## config.mk

```make
export PLATFORM = sky130hd
export DESIGN_NAME = occ_channel
export DESIGN_NICKNAME = d
export VERILOG_FILES = /design/src/rtl/occ_channel.v
export VERILOG_INCLUDE_DIRS = /design/src /design/src/include
export SDC_FILE = /design/constraint.sdc
export NUM_CORES = 1
export LEC_CHECK = 0
export ABC_CLOCK_PERIOD_IN_PS = 2800
export BUFFER_PORTS_ARGS = -buffer_cell sky130_fd_sc_hd__buf_2
export CORE_ASPECT_RATIO = 0.7
export CORE_MARGIN = 2
export CORE_UTILIZATION = 50
export CTS_BUF_LIST = sky130_fd_sc_hd__clkbuf_16
export CTS_CLUSTER_SIZE = 12
export DETAILED_ROUTE_END_ITERATION = 12
export PLACE_DENSITY_LB_ADDON = 0.1
export SYNTH_ARGS = -nofsm -noshare
export SYNTH_HDL_FRONTEND = slang
export SYNTH_SLANG_ARGS = --single-unit
```

## constraint.sdc

```tcl
create_clock -name hclk -period 2.8 [get_ports hclk]
set_input_delay 0.28 -clock hclk [delete_from_list [all_inputs] [get_ports hclk]]
set_output_delay 0.28 -clock hclk [all_outputs]
set_load 0.02 [all_outputs]
```

## src/include/occ_regs.vh

```
/*
 * Constants for the output channel clock control block.
 * Assumes it is included by bare name from the design file.
 */
`ifndef OCC_REGS_VH
`define OCC_REGS_VH

// ----------------------------------------------------------------
// Register indices (byte address is four times the index)
// ----------------------------------------------------------------
`define OCC_IDX_CTRL        8'h2B
`define OCC_IDX_DIV         8'h2C

// ----------------------------------------------------------------
// Field positions in the output control register
// ----------------------------------------------------------------
`define OCC_SRC_HI          7
`define OCC_SRC_LO          6
`define OCC_FMT_HI          5
`define OCC_FMT_LO          4
`define OCC_MODE1_HI        3
`define OCC_MODE1_LO        2
`define OCC_MODE2_HI        1
`define OCC_MODE2_LO        0

// ----------------------------------------------------------------
// Reset values
// ----------------------------------------------------------------
`define OCC_CTRL_RESET      8'h18
`define OCC_DIV_RESET       8'h05

// ----------------------------------------------------------------
// Source select codes
// ----------------------------------------------------------------
`define OCC_SRC_SYNTH       2'h0
`define OCC_SRC_RSVD        2'h1
`define OCC_SRC_PRIMARY     2'h2
`define OCC_SRC_SECONDARY   2'h3

// ----------------------------------------------------------------
// Output format codes
// ----------------------------------------------------------------
`define OCC_FMT_OFF         2'h0
`define OCC_FMT_ACDIFF      2'h1
`define OCC_FMT_HCSL        2'h2
`define OCC_FMT_LVCMOS      2'h3

// ----------------------------------------------------------------
// Single-ended driver mode codes
// ----------------------------------------------------------------
`define OCC_CMOS_TRISTATE   2'h0
`define OCC_CMOS_LOW        2'h1
`define OCC_CMOS_INVERT     2'h2
`define OCC_CMOS_TRUE       2'h3

// ----------------------------------------------------------------
// AHB transfer type
// ----------------------------------------------------------------
`define OCC_HTRANS_NONSEQ   2'h2

`endif

```

## src/rtl/occ_channel.v

```verilog
/*
 * Output channel clock control: register file on AHB-Lite, source
 * multiplexer, output divider and driver control for one channel.
 * Assumes all source clocks and the doubler enable arrive as
 * asynchronous pins, sampled on hclk, and a single AHB-Lite master.
 */
// Notes on behaviour
// Source select 0 takes the synthesizer, 2 the primary reference, 3 the secondary.
// Either reference source skips the output divider and drives the output directly.
// With the doubler enabled a reference source delivers its doubled clock.
// Format 0 disables, 1 AC differential, 2 HCSL, 3 LVCMOS, resetting to 1.
// First mode drives the positive LVCMOS pin or sets the differential tail current.
// Second mode drives the negative LVCMOS pin or sets the HCSL load, reset 0.
// The 8-bit divider divides by its value plus one and resets to ratio 6.
// The divider acts only when the synthesizer feeds the channel.
// Format 0 keeps every channel output inactive whatever the other fields say.
`timescale 1ns/1ps
`default_nettype none
`include "occ_regs.vh"

module occ_channel (
	input  wire        hclk,
	input  wire        hresetn,
	input  wire        hsel,
	input  wire [31:0] haddr,
	input  wire [1:0]  htrans,
	input  wire        hwrite,
	input  wire [2:0]  hsize,
	input  wire [31:0] hwdata,
	input  wire        hready,
	output reg  [31:0] hrdata,
	output reg         hreadyout,
	output reg         hresp,
	input  wire        synth_clk,
	input  wire        primary_ref_clk,
	input  wire        secondary_ref_clk,
	input  wire        primary_dbl_clk,
	input  wire        secondary_dbl_clk,
	input  wire        doubler_enable,
	output reg  [1:0]  out_format,
	output reg  [1:0]  tail_current_sel,
	output reg  [1:0]  hcsl_load_sel,
	output reg         out_p,
	output reg         out_n,
	output reg         out_p_oe_n,
	output reg         out_n_oe_n
);

	// ----------------------------------------------------------------
	// Functions
	// ----------------------------------------------------------------
	// Maps a byte address onto a register index.
	function [7:0] addr_index;
		input [31:0] addr;
		begin
			addr_index = addr[9:2];
		end
	endfunction

	// Returns the contents of a register, zero for an unmapped index.
	function [31:0] read_word;
		input [7:0] idx;
		input [7:0] ctrl_v;
		input [7:0] div_v;
		begin
			if (idx == `OCC_IDX_CTRL) begin
				read_word = {24'h000000, ctrl_v};
			end else if (idx == `OCC_IDX_DIV) begin
				read_word = {24'h000000, div_v};
			end else begin
				read_word = 32'h00000000;
			end
		end
	endfunction

	// Drives one single-ended pin from a mode code: {level, oe_n}.
	function [1:0] cmos_pin;
		input [1:0] mode;
		input       clk;
		begin
			case (mode)
				`OCC_CMOS_TRISTATE: cmos_pin = 2'b01;
				`OCC_CMOS_LOW:      cmos_pin = 2'b00;
				`OCC_CMOS_INVERT:   cmos_pin = {~clk, 1'b0};
				`OCC_CMOS_TRUE:     cmos_pin = {clk, 1'b0};
				default:            cmos_pin = 2'b01;
			endcase
		end
	endfunction

	// Takes a new level once the second and third sample stages agree.
	function [5:0] settle;
		input [5:0] s2;
		input [5:0] s3;
		input [5:0] held;
		begin
			settle = (s2 & ~(s2 ^ s3)) | (held & (s2 ^ s3));
		end
	endfunction

	// ----------------------------------------------------------------
	// Registers and bus slave
	// ----------------------------------------------------------------
	reg  [7:0] ctrl;
	reg  [7:0] div;
	reg        wr_pend;
	reg  [7:0] wr_idx;
	wire       addr_ok;
	wire [7:0] a_idx;
	wire [7:0] fwd_ctrl;
	wire [7:0] fwd_div;

	assign addr_ok = hsel && hready && (htrans == `OCC_HTRANS_NONSEQ);
	assign a_idx = addr_index(haddr);
	// A read right behind a write to the same register sees the new value.
	assign fwd_ctrl = (wr_pend && wr_idx == `OCC_IDX_CTRL) ? hwdata[7:0] : ctrl;
	assign fwd_div = (wr_pend && wr_idx == `OCC_IDX_DIV) ? hwdata[7:0] : div;

	always @(posedge hclk or negedge hresetn) begin
		if (!hresetn) begin
			ctrl <= `OCC_CTRL_RESET;
			div <= `OCC_DIV_RESET;
			wr_pend <= 1'b0;
			wr_idx <= 8'h00;
			hrdata <= 32'h00000000;
			hreadyout <= 1'b1;
			hresp <= 1'b0;
		end else begin
			hreadyout <= 1'b1;
			hresp <= 1'b0;
			if (wr_pend) begin
				if (wr_idx == `OCC_IDX_CTRL) begin
					ctrl <= hwdata[7:0];
				end
				if (wr_idx == `OCC_IDX_DIV) begin
					div <= hwdata[7:0];
				end
			end
			wr_pend <= addr_ok && hwrite;
			wr_idx <= a_idx;
			if (addr_ok && !hwrite) begin
				hrdata <= read_word(a_idx, fwd_ctrl, fwd_div);
			end else begin
				hrdata <= 32'h00000000;
			end
		end
	end

	// ----------------------------------------------------------------
	// Field decode
	// ----------------------------------------------------------------
	wire [1:0] src_sel;
	wire [1:0] fmt_sel;
	wire [1:0] mode1;
	wire [1:0] mode2;

	assign src_sel = ctrl[`OCC_SRC_HI:`OCC_SRC_LO];
	assign fmt_sel = ctrl[`OCC_FMT_HI:`OCC_FMT_LO];
	assign mode1 = ctrl[`OCC_MODE1_HI:`OCC_MODE1_LO];
	assign mode2 = ctrl[`OCC_MODE2_HI:`OCC_MODE2_LO];

	// ----------------------------------------------------------------
	// Pin sampling
	// ----------------------------------------------------------------
	reg  [5:0] smp1;
	reg  [5:0] smp2;
	reg  [5:0] smp3;
	reg  [5:0] pin;
	wire [5:0] raw_pins;

	assign raw_pins = {doubler_enable, secondary_dbl_clk, primary_dbl_clk,
		secondary_ref_clk, primary_ref_clk, synth_clk};

	always @(posedge hclk or negedge hresetn) begin
		if (!hresetn) begin
			smp1 <= 6'h00;
			smp2 <= 6'h00;
			smp3 <= 6'h00;
			pin <= 6'h00;
		end else begin
			smp1 <= raw_pins;
			smp2 <= smp1;
			smp3 <= smp2;
			pin <= settle(smp2, smp3, pin);
		end
	end

	// ----------------------------------------------------------------
	// Sampled pin names
	// ----------------------------------------------------------------
	wire       synth_s;
	wire       pri_ref_s;
	wire       sec_ref_s;
	wire       pri_dbl_s;
	wire       sec_dbl_s;
	wire       dbl_en_s;

	assign synth_s = pin[0];
	assign pri_ref_s = pin[1];
	assign sec_ref_s = pin[2];
	assign pri_dbl_s = pin[3];
	assign sec_dbl_s = pin[4];
	assign dbl_en_s = pin[5];

	// ----------------------------------------------------------------
	// Output divider
	// ----------------------------------------------------------------
	reg  [7:0] div_cnt;
	reg        synth_prev;
	reg        div_clk;
	wire       synth_rise;
	wire [8:0] ratio;
	wire [8:0] half;

	assign synth_rise = synth_s && !synth_prev;
	assign ratio = {1'b0, div} + 9'h001;
	assign half = ratio >> 1;

	always @(posedge hclk or negedge hresetn) begin
		if (!hresetn) begin
			div_cnt <= 8'h00;
			synth_prev <= 1'b0;
			div_clk <= 1'b0;
		end else begin
			synth_prev <= synth_s;
			if (src_sel != `OCC_SRC_SYNTH) begin
				div_cnt <= 8'h00;
				div_clk <= 1'b0;
			end else if (synth_rise) begin
				if (div_cnt >= div) begin
					div_cnt <= 8'h00;
					div_clk <= 1'b1;
				end else begin
					div_cnt <= div_cnt + 8'h01;
					div_clk <= ({1'b0, div_cnt} + 9'h001) < half;
				end
			end
		end
	end

	// ----------------------------------------------------------------
	// Source multiplexer
	// ----------------------------------------------------------------
	reg chan_clk;

	always @* begin
		case (src_sel)
			`OCC_SRC_SYNTH: chan_clk = (div == 8'h00) ? synth_s : div_clk;
			`OCC_SRC_PRIMARY: chan_clk = dbl_en_s ? pri_dbl_s : pri_ref_s;
			`OCC_SRC_SECONDARY: chan_clk = dbl_en_s ? sec_dbl_s : sec_ref_s;
			default: chan_clk = 1'b0;
		endcase
	end

	// ----------------------------------------------------------------
	// Output driver control
	// ----------------------------------------------------------------
	wire [1:0] pin_p;
	wire [1:0] pin_n;

	assign pin_p = cmos_pin(mode1, chan_clk);
	assign pin_n = cmos_pin(mode2, chan_clk);

	always @(posedge hclk or negedge hresetn) begin
		if (!hresetn) begin
			out_format <= `OCC_FMT_ACDIFF;
			tail_current_sel <= 2'h2;
			hcsl_load_sel <= 2'h0;
			out_p <= 1'b0;
			out_n <= 1'b0;
			out_p_oe_n <= 1'b1;
			out_n_oe_n <= 1'b1;
		end else begin
			out_format <= fmt_sel;
			tail_current_sel <= 2'h0;
			hcsl_load_sel <= 2'h0;
			case (fmt_sel)
				`OCC_FMT_OFF: begin
					out_p <= 1'b0;
					out_n <= 1'b0;
					out_p_oe_n <= 1'b1;
					out_n_oe_n <= 1'b1;
				end
				`OCC_FMT_LVCMOS: begin
					out_p <= pin_p[1];
					out_p_oe_n <= pin_p[0];
					out_n <= pin_n[1];
					out_n_oe_n <= pin_n[0];
				end
				default: begin
					tail_current_sel <= mode1;
					if (fmt_sel == `OCC_FMT_HCSL) begin
						hcsl_load_sel <= mode2;
					end
					out_p <= chan_clk;
					out_n <= ~chan_clk;
					out_p_oe_n <= 1'b0;
					out_n_oe_n <= 1'b0;
				end
			endcase
		end
	end

endmodule
`default_nettype wire

```

==> run metrics <==
outcome complete, no violations; Critical Path AT 2.73 ns; achievable frequency 0.397 GHz; DRT antenna net count 0; Nets 444; drt wl/cell 13.7 um; Max Slew Vio Count 0; Worst Setup Path Type reg2reg; post_cts resized 0; area grow syn2layout 15.2%; first-pass GRT wire length 9.93 mm; final core occ 59.5%; Max Cap Violations 0; CP Cell Sequence inv_1 -> nor4_1 -> nand4_1 -> xnor2_1 -> ha_1 -> nand3_1 -> nor3_1 -> nor3_1 -> a221o_1; Fin Setup TNS 0 ns; IO Pins 124; Remaining DRCs 0; chip width 104 um; antenna violations before repair 0; total power 2750 uW; Final Non-Filler Cells 442; die area 7670 um2; final setup margin 0.280 ns; Worst Tran Pin Value 0.917 ns; Post-synth EDFFs 0; Post-Place Setup Slack 0.352 ns; floorplan core area 6760 um2; Port Buffers 46; Longest Clk Path Bufs 2; Crit path top cell by count nor3_1; Power Density 686 nW/um2; Skew-Pair Late Insertion Delay 0.33 ns; Max transition margin 38.8%; Inst Count DP 426; detailed-route vias per instance 4.93; CP required 3.01 ns; CP top delay family simple AND/OR/NAND/NOR gates; clock skew 0.00635 ns; DR vias 2180; GRT Residual Overflow 0; initial DRC count 93; Avg Cell Area, Syn 12.1 um2; # rows 25; most used flip-flop cell after synthesis dfrtp_1; Hold Buf Count CTS 0; register bit total from synthesis 77; largest net degree at the start of global routing 78; Async S/R FF share, synth 100%; cells after synthesis 288; Vert. Die Dim 73.9 um; Final Routed Wirelength 6.05 mm; share of cells above drive strength 1 21.8%; starting density of the core 51.6%; CTS tree yes; All-Layer GR Usage 17.2%; min Tclk post-route 2.52 ns; Ant. Diodes 0; vias in the first global route 2023; LEAKAGE 0.00210 uW; number of detailed-route iterations in the first pass 4; HP Class in2reg; Final Hold Viols 0; highest ir drop seen on vdd 0.411 mV; CP peak stage delay 0.59 ns; Yosys warning count 0; clock root cell clkbuf_16; DP HPWL 4.40 mm; CTS H-tree lvls 3; Worst-path clk slew 0.06 ns; startpoint type of the worst setup path register; library cells used by synthesis 44; clock tree sinks 77; sequential share of the synthesized area 55.5%; Synth Cell Area 3490 um2; fin crit share 90.0%; CP max-delay cell dfstp_2; crit path max fanout 6; Bufs and invs on worst path 1; cts bufs inserted 9; Setup crit end kind register; Final setup viols 0; postcts setup bufs 0; RSZ-0062 raised after global routing no; RD Place Congestion 0.860
==> stage by stage <==
step | hold WS (ns) | cell area [um2]
CTS | 0.0363 | 4020
detailed placement | 0.336 | 3730
global placement | 0.332 | 3730
finish | 0.0483 | 4020
global route | 0.0287 | 4020
floorplan | -0.0156 | 3580
==> metal layers <==
| metal | up-vias | GRT usage [%] | wire length (um) |
|---|---|---|---|
| met3 | 11 | 5.41 | 365 |
| met2 | 69 | 25.3 | 2550 |
| met4 | 0 | 7.21 | 96 |
| met1 | 1042 | 23.9 | 3040 |
| met5 | - | 0 | 0 |
| li1 | 1058 | - | - |
==> layout make-up <==
class	instances	area, um2
clock inverter	7	62.6
tap	94	118
multi-input combinational	177	1320
timing repair buffer	47	240
fill	572	2740
clock buffer	9	225
sequential	77	1940
inverter	31	116
==> registers in the layout, summed over array words and instances (netlist names), 6 cells and up, named ones only <==
signal	flops
ctrl	8
div	8
div_cnt	8
hrdata	8
wr_idx	8
smp1	6
smp2	6
smp3	6
==> cell usage after synthesis (6+ instances only) <==
| library cell | count | area [um2] |
|---|---|---|
| buf_4 | 26 | 195 |
| mux2i_1 | 16 | 160 |
| ha_1 | 21 | 263 |
| a21oi_1 | 8 | 40.0 |
| nand3_1 | 11 | 55.1 |
| o22ai_1 | 9 | 56.3 |
| nor2_1 | 10 | 37.5 |
| a22o_1 | 7 | 61.3 |
| dfstp_2 | 8 | 210 |
| maj3_1 | 6 | 60.1 |
| dfrtp_1 | 69 | 1730 |
| nand2_1 | 8 | 30.0 |
| inv_1 | 31 | 116 |
| xnor2_1 | 10 | 87.6 |
==> power by group <==
group | switching (uW) | total (uW) | internal [uW]
combinational | 217 | 387 | 170
clock | 481 | 1100 | 620
sequential | 81.2 | 1270 | 1190
total | 779 | 2750 | 1980
==> placed cells by master (no fill, tap or decap), types with 2 or more instances in the layout <==
| master | n |
|---|---|
| clkbuf_16 | 9 |
| buf_2 | 45 |
| nand4_1 | 3 |
| dfrtp_1 | 69 |
| xnor2_1 | 10 |
| conb_1 | 26 |
| inv_1 | 31 |
| dfstp_2 | 8 |
| nor2_1 | 10 |
| mux2i_1 | 16 |
| ha_1 | 21 |
| maj3_1 | 6 |
| a21oi_1 | 8 |
| buf_4 | 2 |
| nand3_1 | 11 |
| o22ai_1 | 9 |
| and3_1 | 5 |
| and2_1 | 3 |
| nor4b_1 | 2 |
| nor3_1 | 5 |
| xor2_1 | 2 |
| a22o_1 | 7 |
| nand2_1 | 8 |
| o21ai_0 | 2 |
| nand4b_1 | 2 |
| inv_6 | 4 |
| o31ai_1 | 2 |
==> cells by family after synthesis <==
group / after synthesis / share of synthesized area, %
AO/OA/AOI/OAI: 36 / 7.25
XOR/XNOR: 12 / 3.01
adder cells (fa/ha/maj): 27 / 9.25
buffers and inverters: 58 / 9.25
flip-flops: 77 / 55.5
multiplexers: 17 / 5.24
other: 2 / 0.215
AND/OR/NAND/NOR: 59 / 10.3
==> path summary, 6_finish.rpt <==
kind                            startpoint         to  slack [ns]  cells past startpoint
max                                 div[2]    div_clk        0.28                      9
min                        primary_dbl_clk    smp1[3]        0.05                      1
max reg2reg                         div[2]    div_clk        0.28                      9
min reg2reg                        smp1[4]    smp2[4]        0.35                      0
max in group asynchronous          hresetn  wr_idx[1]        2.13                      1
min in group asynchronous          hresetn    smp1[3]        0.08                      1
(Power assumes the default switching activity.)
